`src/design/nvsram_host_pkg.sv`:
```
// constants and types for the host-side controller of a nonvolatile-shadow sram
package nvsram_host_pkg;
   localparam int ADDR_W = 11;
   localparam int DATA_W = 8;
   localparam int CLK_MHZ = 40;
   localparam int CLK_NS = 25;
   // access phase lengths in cycles (25 ns each, device needs 25..45 ns)
   // setup spans two cycles so the address stands a full cycle before select falls
   localparam logic [3:0] SETUP_CYC = 4'h0002;
   localparam logic [3:0] STROBE_CYC = 4'h0002;
   localparam logic [3:0] RECOVER_CYC = 4'h0001;
   localparam int POWERUP_LOAD_US = 550;
   localparam int SAVE_MS = 10;
   localparam int LOAD_US = 20;
   localparam int POWERUP_LOAD_CYC = POWERUP_LOAD_US * CLK_MHZ;
   localparam int SAVE_CYC = SAVE_MS * 1000 * CLK_MHZ;
   localparam int LOAD_CYC = LOAD_US * CLK_MHZ;
   localparam int WAIT_W = 20;
   localparam logic [ADDR_W-1:0] SEQ_ADDR [0:4] = '{11'h0000, 11'h0555, 11'h02AA, 11'h07FF, 11'h00F0};
   localparam logic [ADDR_W-1:0] SAVE_ADDR = 11'h070F;
   localparam logic [ADDR_W-1:0] LOAD_ADDR = 11'h070E;
   typedef enum logic [1:0] {OP_READ, OP_WRITE, OP_SAVE, OP_LOAD} op_t;
   typedef struct packed {
      op_t op;
      logic [ADDR_W-1:0] addr;
      logic [DATA_W-1:0] wdata;
   } req_t;
   typedef struct packed {
      logic chipSelN;
      logic writeStrobeN;
      logic outputGateN;
      logic [ADDR_W-1:0] addr;
   } pins_t;
endpackage

```
`src/design/nvsram_save_load_sequencer.sv`:
```
// host controller: runs reads, writes and save/load command sequences on the sram pins
`timescale 1ns/1ps
module nvsram_save_load_sequencer #(
   parameter int POWERUP_WAIT = nvsram_host_pkg::POWERUP_LOAD_CYC,
   parameter int SAVE_WAIT = nvsram_host_pkg::SAVE_CYC,
   parameter int LOAD_WAIT = nvsram_host_pkg::LOAD_CYC
) (
   // clock and reset
   input wire logic sys_clk,
   input wire logic rst,
   // user request side
   input wire logic reqValid,
   input wire nvsram_host_pkg::req_t req,
   output logic reqReady,
   output logic rdValid,
   output logic [nvsram_host_pkg::DATA_W-1:0] rdData,
   // device pins
   output logic chipSelN,
   output logic writeStrobeN,
   output logic outputGateN,
   output logic [nvsram_host_pkg::ADDR_W-1:0] addressLines,
   input wire logic [nvsram_host_pkg::DATA_W-1:0] dataLinesIn,
   output logic [nvsram_host_pkg::DATA_W-1:0] dataLinesOut,
   output logic dataLinesOe
);
   typedef enum logic [2:0] {ST_BOOT, ST_IDLE, ST_SETUP, ST_STROBE, ST_RECOVER, ST_WAIT} state_t;
   state_t state_q, state_d;
   logic [3:0] phase_q, phase_d;
   logic [2:0] step_q, step_d;
   logic [nvsram_host_pkg::WAIT_W-1:0] wait_q, wait_d;
   nvsram_host_pkg::req_t cur_q, cur_d;
   nvsram_host_pkg::pins_t pins_q, pins_d;
   logic [nvsram_host_pkg::DATA_W-1:0] rdData_q, rdData_d, wdata_q, wdata_d;
   logic rdValid_q, rdValid_d, ready_q, ready_d, oe_q, oe_d;
   logic isCmd, lastStep;
   logic [nvsram_host_pkg::ADDR_W-1:0] stepAddr;

   assign isCmd = (cur_q.op == nvsram_host_pkg::OP_SAVE) || (cur_q.op == nvsram_host_pkg::OP_LOAD);
   assign lastStep = (step_q == 3'h5);
   always_comb begin
      if (step_q < 3'h5) begin
         stepAddr = nvsram_host_pkg::SEQ_ADDR[step_q];
      end else if (cur_q.op == nvsram_host_pkg::OP_SAVE) begin
         stepAddr = nvsram_host_pkg::SAVE_ADDR;
      end else begin
         stepAddr = nvsram_host_pkg::LOAD_ADDR;
      end
   end

   always_comb begin
      state_d = state_q;
      phase_d = phase_q;
      step_d = step_q;
      wait_d = wait_q;
      cur_d = cur_q;
      pins_d = pins_q;
      rdData_d = rdData_q;
      wdata_d = wdata_q;
      rdValid_d = 1'b0;
      ready_d = 1'b0;
      oe_d = oe_q;
      unique case (state_q)
         ST_BOOT: begin
            // device runs its own load after power-up; no access until it is done
            if (wait_q == nvsram_host_pkg::WAIT_W'(POWERUP_WAIT - 1)) begin
               state_d = ST_IDLE;
               ready_d = 1'b1;
               wait_d = '0;
            end else begin
               wait_d = wait_q + 1'b1;
            end
         end
         ST_IDLE: begin
            ready_d = 1'b1;
            if (reqValid && ready_q) begin
               ready_d = 1'b0;
               cur_d = req;
               step_d = 3'h0;
               phase_d = nvsram_host_pkg::SETUP_CYC;
               state_d = ST_SETUP;
            end
         end
         ST_SETUP: begin
            // address settles with select and strobe high; strobe falls only together with select, and only for writes
            pins_d.addr = isCmd ? stepAddr : cur_q.addr;
            pins_d.writeStrobeN = 1'b1;
            wdata_d = cur_q.wdata;
            if (phase_q == 4'h1) begin
               state_d = ST_STROBE;
               phase_d = nvsram_host_pkg::STROBE_CYC;
               pins_d.chipSelN = 1'b0;
               if (cur_q.op == nvsram_host_pkg::OP_WRITE) begin
                  pins_d.writeStrobeN = 1'b0;
                  oe_d = 1'b1;
               end else begin
                  // command reads leave the output gate high; data is only sampled for plain reads
                  pins_d.outputGateN = isCmd;
               end
            end else begin
               phase_d = phase_q - 1'b1;
            end
         end
         ST_STROBE: begin
            if (phase_q == 4'h1) begin
               if (cur_q.op == nvsram_host_pkg::OP_READ) begin
                  rdData_d = dataLinesIn;
                  rdValid_d = 1'b1;
               end
               pins_d.chipSelN = 1'b1;
               pins_d.writeStrobeN = 1'b1;
               pins_d.outputGateN = 1'b1;
               state_d = ST_RECOVER;
               phase_d = nvsram_host_pkg::RECOVER_CYC;
            end else begin
               phase_d = phase_q - 1'b1;
            end
         end
         ST_RECOVER: begin
            oe_d = 1'b0;
            if (phase_q == 4'h1) begin
               if (isCmd && !lastStep) begin
                  // no other access may slip between command steps
                  step_d = step_q + 1'b1;
                  phase_d = nvsram_host_pkg::SETUP_CYC;
                  state_d = ST_SETUP;
               end else if (isCmd) begin
                  wait_d = '0;
                  state_d = ST_WAIT;
               end else begin
                  state_d = ST_IDLE;
                  ready_d = 1'b1;
               end
            end else begin
               phase_d = phase_q - 1'b1;
            end
         end
         ST_WAIT: begin
            if (wait_q == nvsram_host_pkg::WAIT_W'(((cur_q.op == nvsram_host_pkg::OP_SAVE) ? SAVE_WAIT : LOAD_WAIT) - 1)) begin
               state_d = ST_IDLE;
               ready_d = 1'b1;
               step_d = 3'h0;
            end else begin
               wait_d = wait_q + 1'b1;
            end
         end
         default: state_d = ST_IDLE;
      endcase
   end

   always_ff @(posedge sys_clk or posedge rst) begin
      if (rst) begin
         state_q <= ST_BOOT;
         phase_q <= 4'h0;
         step_q <= 3'h0;
         wait_q <= '0;
         cur_q <= '0;
         pins_q <= '{chipSelN: 1'b1, writeStrobeN: 1'b1, outputGateN: 1'b1, addr: '0};
         rdData_q <= '0;
         wdata_q <= '0;
         rdValid_q <= 1'b0;
         ready_q <= 1'b0;
         oe_q <= 1'b0;
      end else begin
         state_q <= state_d;
         phase_q <= phase_d;
         step_q <= step_d;
         wait_q <= wait_d;
         cur_q <= cur_d;
         pins_q <= pins_d;
         rdData_q <= rdData_d;
         wdata_q <= wdata_d;
         rdValid_q <= rdValid_d;
         ready_q <= ready_d;
         oe_q <= oe_d;
      end
   end

   assign reqReady = ready_q;
   assign rdValid = rdValid_q;
   assign rdData = rdData_q;
   assign chipSelN = pins_q.chipSelN;
   assign writeStrobeN = pins_q.writeStrobeN;
   assign outputGateN = pins_q.outputGateN;
   assign addressLines = pins_q.addr;
   assign dataLinesOut = wdata_q;
   assign dataLinesOe = oe_q;

   // strobe never falls together with select unless write; never low at select fall for reads
   AST_READ_STROBE_HIGH: assert property (@(posedge sys_clk) disable iff (rst)
      (!chipSelN && cur_q.op != nvsram_host_pkg::OP_WRITE) |-> writeStrobeN)
      else $error("write strobe low during a read");
   AST_CMD_STROBE_HIGH: assert property (@(posedge sys_clk) disable iff (rst)
      isCmd && state_q != ST_BOOT |-> writeStrobeN)
      else $error("write strobe low during command sequence");
   AST_ADDR_STABLE: assert property (@(posedge sys_clk) disable iff (rst)
      $fell(chipSelN) |-> $stable(addressLines))
      else $error("address changed as select fell");
   AST_SELECT_PULSES: assert property (@(posedge sys_clk) disable iff (rst)
      $fell(chipSelN) |-> !chipSelN [*2] ##1 chipSelN)
      else $error("select pulse width wrong");
   AST_SAVE_ADDR: assert property (@(posedge sys_clk) disable iff (rst)
      (!chipSelN && isCmd && lastStep && cur_q.op == nvsram_host_pkg::OP_SAVE) |-> addressLines == 11'h070F)
      else $error("save step six address wrong");
   AST_LOAD_ADDR: assert property (@(posedge sys_clk) disable iff (rst)
      (!chipSelN && isCmd && lastStep && cur_q.op == nvsram_host_pkg::OP_LOAD) |-> addressLines == 11'h070E)
      else $error("load step six address wrong");
   AST_FIRST_ADDR: assert property (@(posedge sys_clk) disable iff (rst)
      (!chipSelN && isCmd && step_q == 3'h0) |-> addressLines == 11'h0000)
      else $error("command does not start at zero");
   AST_NO_GAP: assert property (@(posedge sys_clk) disable iff (rst)
      (state_q == ST_RECOVER && isCmd && !lastStep && phase_q == 4'h1) |=> state_q == ST_SETUP)
      else $error("command sequence interrupted");
   AST_WAIT_BUSY: assert property (@(posedge sys_clk) disable iff (rst)
      state_q == ST_WAIT |-> chipSelN && !reqReady)
      else $error("access during nonvolatile operation");
   AST_READ_DONE: assert property (@(posedge sys_clk) disable iff (rst)
      (state_q == ST_STROBE && phase_q == 4'h1 && cur_q.op == nvsram_host_pkg::OP_READ) |=> rdValid)
      else $error("read data not returned");
   COV_READ: cover property (@(posedge sys_clk) disable iff (rst) rdValid);
   COV_WRITE: cover property (@(posedge sys_clk) disable iff (rst) !writeStrobeN);
   COV_SAVE: cover property (@(posedge sys_clk) disable iff (rst) state_q == ST_WAIT && cur_q.op == nvsram_host_pkg::OP_SAVE);
   COV_LOAD: cover property (@(posedge sys_clk) disable iff (rst) state_q == ST_WAIT && cur_q.op == nvsram_host_pkg::OP_LOAD);
endmodule // nvsram_save_load_sequencer

```
`config.mk`:
```
export PLATFORM = sky130hd
export DESIGN_NAME = nvsram_save_load_sequencer
export DESIGN_NICKNAME = d
export VERILOG_FILES = /design/src/design/nvsram_host_pkg.sv /design/src/design/nvsram_save_load_sequencer.sv
export SDC_FILE = /design/constraint.sdc
export NUM_CORES = 1
export LEC_CHECK = 0
export ABC_AREA = 0
export BUFFER_PORTS_ARGS = -buffer_cell sky130_fd_sc_hd__buf_2
export CORE_MARGIN = 5
export CORE_UTILIZATION = 52
export CTS_CLUSTER_SIZE = 28
export DETAILED_ROUTE_END_ITERATION = 16
export PLACE_DENSITY = 0.72
export RECOVER_POWER = 50
export SLEW_MARGIN = 25
export SYNTH_ARGS = -nofsm -noshare
export SYNTH_HDL_FRONTEND = slang
export SYNTH_SLANG_ARGS = --single-unit
```
`constraint.sdc`:
```
create_clock -name sys_clk -period 3.19 [get_ports sys_clk]
set_input_delay 0.638 -clock sys_clk [delete_from_list [all_inputs] [get_ports sys_clk]]
set_output_delay 0.638 -clock sys_clk [all_outputs]
set_load 0.01 [all_outputs]
```
==> reports/metrics.json <==
{
  "power": {
    "share_of_power_burned_in_registers_pct": 45.6,
    "p_leak_nw": 2.077,
    "pwr-share-comb_pct": 33.7,
    "power.total_mw": 3.890,
    "power_density_cells_mw_per_mm2": 828.9,
    "clock_network_fraction_of_design_power_pct": 20.7,
    "sw_frac_of_total_pct": 37.67,
    "power.switching_mw": 1.465,
    "peakVddDrop_v": 0.0004291,
    "internal-power_mw": 2.425
  },
  "cells_and_area": {
    "layout.cells.most_common": "sky130_fd_sc_hd__dfrtp_1",
    "multi_input_comb_area_mm2": 0.001852,
    "drive_above_1_share_pct": 24.58,
    "finish.net_count": 508,
    "layout.cells.most_common_list": "sky130_fd_sc_hd__dfrtp_1, sky130_fd_sc_hd__nand2_1, sky130_fd_sc_hd__buf_2",
    "layout.area.seq_mm2": 0.002106,
    "layout-area-overhead-vs-synth_pct": 14.36,
    "finalInstanceArea_mm2": 0.004693,
    "num-fill-cells": 669,
    "utilization_after_layout_pct": 61.05,
    "n_antenna_cell": 0
  },
  "outcome": {
    "failing_checks": "capacitance limit, slew limit",
    "outcome": "finished, violations left"
  },
  "detailed_routing": {
    "detail_route.drc_violations": 0,
    "final_antenna_net_count": 0,
    "vias_per_cell": 5.543,
    "vias_after_detailed_routing": 3204,
    "drt-wirelength-per-cell_um": 15.35,
    "dr.first_iter.drc_count": 203,
    "detailedRoute.firstPassIterationCount": 4,
    "detail_route.wirelength_um": 8875
  },
  "clock_network": {
    "clock_tree.root_cell": "sky130_fd_sc_hd__clkbuf_8",
    "cts_buffer_count": 9,
    "postCtsHoldBufs": 0,
    "cts_resized": 0,
    "clock_latency_ps": 370,
    "tritoncts": "built",
    "clock_transition_at_the_registers_of_the_reported_paths_ps": 90,
    "clock_tree.htree_level_count": 3,
    "cts_sink_cnt": 84,
    "postCtsSetupRepairBufs": 0,
    "worst_case_clock_buffer_depth": 2
  },
  "critical_path": {
    "rr_endpoint": "wait_q[14]$_DFFE_PP0P_",
    "critPathBufInv": 0,
    "reg2reg_setup_slack_ps": 740,
    "critical_path_depth": 6,
    "crit_path_end": "wait_q[14]$_DFFE_PP0P_",
    "type_of_the_worst_setup_path": "flop to flop",
    "r2r.worst_path.cells": 6,
    "reg2reg_from": "cur_q[20]$_DFFE_PP0P_",
    "sort_of_element_at_the_end_of_the_critical_path": "flop",
    "slowest_stage": "sky130_fd_sc_hd__dfrtp_1",
    "worstPathMaxFanout": 21,
    "slowest_delay_ps": 740,
    "crit_chain": "nand2b_1 -> nor4_2 -> nor2_1 -> o31ai_4 -> o21ai_0 -> o31ai_2",
    "start_kind": "flop",
    "critical_path.top_delay_family": "compound AO/OA/AOI/OAI gates",
    "worst-endpoint-arrival_ps": 2730,
    "crit_required_ps": 3470,
    "critPathLaunch": "cur_q[20]$_DFFE_PP0P_"
  },
  "sta": {
    "layout_worst_path_cycle_share_pct": 76.66,
    "clk_skew_ps": 7.269,
    "final.min_clock_period_ps": 2446,
    "setup_violations": 0,
    "drv_slew": 41,
    "max_freq_mhz": 408.9,
    "final_number_of_hold_violating_endpoints": 0,
    "worst_slew_margin_rel_pct": -24.36,
    "final_critical_path_setup_slack_ps": 744.4,
    "setup_total_negative_slack_ps": 0,
    "unrepaired_setup_endpoints_after_global_routing": "no",
    "tightestPinTransition_ps": 1855
  },
  "yosys": {
    "netlist.area_leader.share_pct": 49.39,
    "synth.avg_cell_area_um2": 10.01,
    "syn-instance-count": 410,
    "synth.area.top_cells": "sky130_fd_sc_hd__dfrtp_1, sky130_fd_sc_hd__mux2_2, sky130_fd_sc_hd__nand2_1",
    "ys_warn_count": 0,
    "synth-edff-count": 0,
    "synthesis.area_mm2": 0.004104,
    "postSynthNetCount": 447,
    "ys_types": 53,
    "ys.flop_type": "sky130_fd_sc_hd__dfrtp_1",
    "ys_ff_latch": 84,
    "synth_async_sr_flop_share_pct": 100.0,
    "synth_top_area_cell": "sky130_fd_sc_hd__dfrtp_1",
    "yosysSeqAreaShare_pct": 51.31
  },
  "place": {
    "placed_cell_area_mm2": 0.004509,
    "io_buffers": 64,
    "gpl.final_weighted_congestion": 0.8723,
    "hpwl_um": 6187,
    "place_ws_ps": 752.1
  },
  "global_routing": {
    "largest_net_degree_at_the_start_of_global_routing": 45,
    "grt.total_usage_pct": 19.20,
    "antenna_found_initial": 0,
    "grt_overflow_total": 0,
    "first_global_vias": 3277,
    "grt_pass1_wl_um": 15240
  },
  "floorplan": {
    "floorplan.initialDensity_pct": 53.39,
    "die_h_um": 98.84,
    "design.die.area_mm2": 0.009768,
    "number_of_placement_rows": 32,
    "fp.dieW_um": 98.84,
    "core_area_mm2": 0.007687,
    "top_level_ports": 65
  },
  "job": {
    "drv.max_cap_violation_count": 1
  },
  "worst_hold_path": {
    "hold_class": "flop to flop"
  }
}
-- logic make-up (layout without fill, tap and decap cells) --
group | count (synthesis) | in the layout | share of synthesized area, %
AOI/OAI and AO/OA | 97 | 97 | 15.06
xor gates and xnor gates | 1 | 1 | 0.2135
adders and majority gates | 5 | 5 | 1.524
buffers and inverters | 34 | 100 | 3.628
DFF | 84 | 84 | 51.31
muxes | 33 | 33 | 8.933
and+or+nand+nor | 156 | 156 | 19.33
-- routing by layer --
metal	GRT usage [%]	routed length, µm	vias to the layer above
li1	-	-	1572
met1	25.36	3977	1534
met2	30.32	4199	84
met3	6.299	567	14
met4	5.567	131	0
met5	0	0	-
-- power groups by stage --
stage / Sequential [mW] / Clock, mW / Combinational, mW
global placement: 1.78 / 0 / 1.32
finish: 1.77 / 0.805 / 1.31
floorplan: 1.77 / 0 / 0.949
global route: 1.84 / 0.870 / 1.47
CTS: 1.77 / 0.816 / 1.35
detailed placement: 1.79 / 0 / 1.35
-- registers in the layout (all words and copies together) (netlist names), 3 cells and up --
register	cells
addressLines	11
cur_q	21
dataLinesOut	8
phase_q	4
rdData	8
state_q	3
step_q	3
wait_q	20
-- worst reg2reg max path, delay by kind of cell, from the launching register on --
family / cells / cell delay (ps)
simple gates: 3 / 570
flops: 1 / 740
compound gates: 3 / 1060
-- final cells by class --
cell class	instances	share of cell area, %
multi-input combinational	292	39.46
inverter	16	1.306
clock buffer	9	2.639
tap	102	2.719
timing repair buffer	68	7.251
sequential	84	44.87
clock inverter	7	1.760
-- Yosys cell counts (4+ instances only) --
master and n:
sky130_fd_sc_hd__dfrtp_1 81, sky130_fd_sc_hd__nand2_1 54, sky130_fd_sc_hd__o21ai_0 33, sky130_fd_sc_hd__nor2_1 31, sky130_fd_sc_hd__mux2_2 29, sky130_fd_sc_hd__a21oi_1 24
sky130_fd_sc_hd__inv_1 16, sky130_fd_sc_hd__nor3_1 13, sky130_fd_sc_hd__nand3_1 12, sky130_fd_sc_hd__clkbuf_1 10, sky130_fd_sc_hd__nand2b_1 10, sky130_fd_sc_hd__nand4_1 8
sky130_fd_sc_hd__o21ai_1 8, sky130_fd_sc_hd__and3_1 7, sky130_fd_sc_hd__o31ai_1 6, sky130_fd_sc_hd__ha_1 5, sky130_fd_sc_hd__or3_1 5, sky130_fd_sc_hd__a21o_1 4
sky130_fd_sc_hd__buf_2 4, sky130_fd_sc_hd__mux2i_1 4
-- worst min-delay path by stage --
stage                                    start                          end  slack [ps]  depth (start not counted)
after floorplan           cur_q[0]$_DFFE_PP0P_  dataLinesOut[0]$_DFFE_PP0P_         430                          2
after global placement    cur_q[2]$_DFFE_PP0P_  dataLinesOut[2]$_DFFE_PP0P_         440                          2
after detailed placement  cur_q[6]$_DFFE_PP0P_  dataLinesOut[6]$_DFFE_PP0P_         450                          2
after CTS                                  rst         cur_q[5]$_DFFE_PP0P_         380                          2
after global routing                   req[18]        cur_q[18]$_DFFE_PP0P_         480                          2
final                     cur_q[4]$_DFFE_PP0P_  dataLinesOut[4]$_DFFE_PP0P_         470                          2
-- metrics by stage --
stage	hold slack, ps	cells
2_1_floorplan	434.8	410
3_3_place_gp	442.5	562
3_5_place_dp	451.1	562
4_1_cts	385.0	578
5_1_grt	476.6	578
6_report	466.7	578
Power figures use the tool's default switching activity.
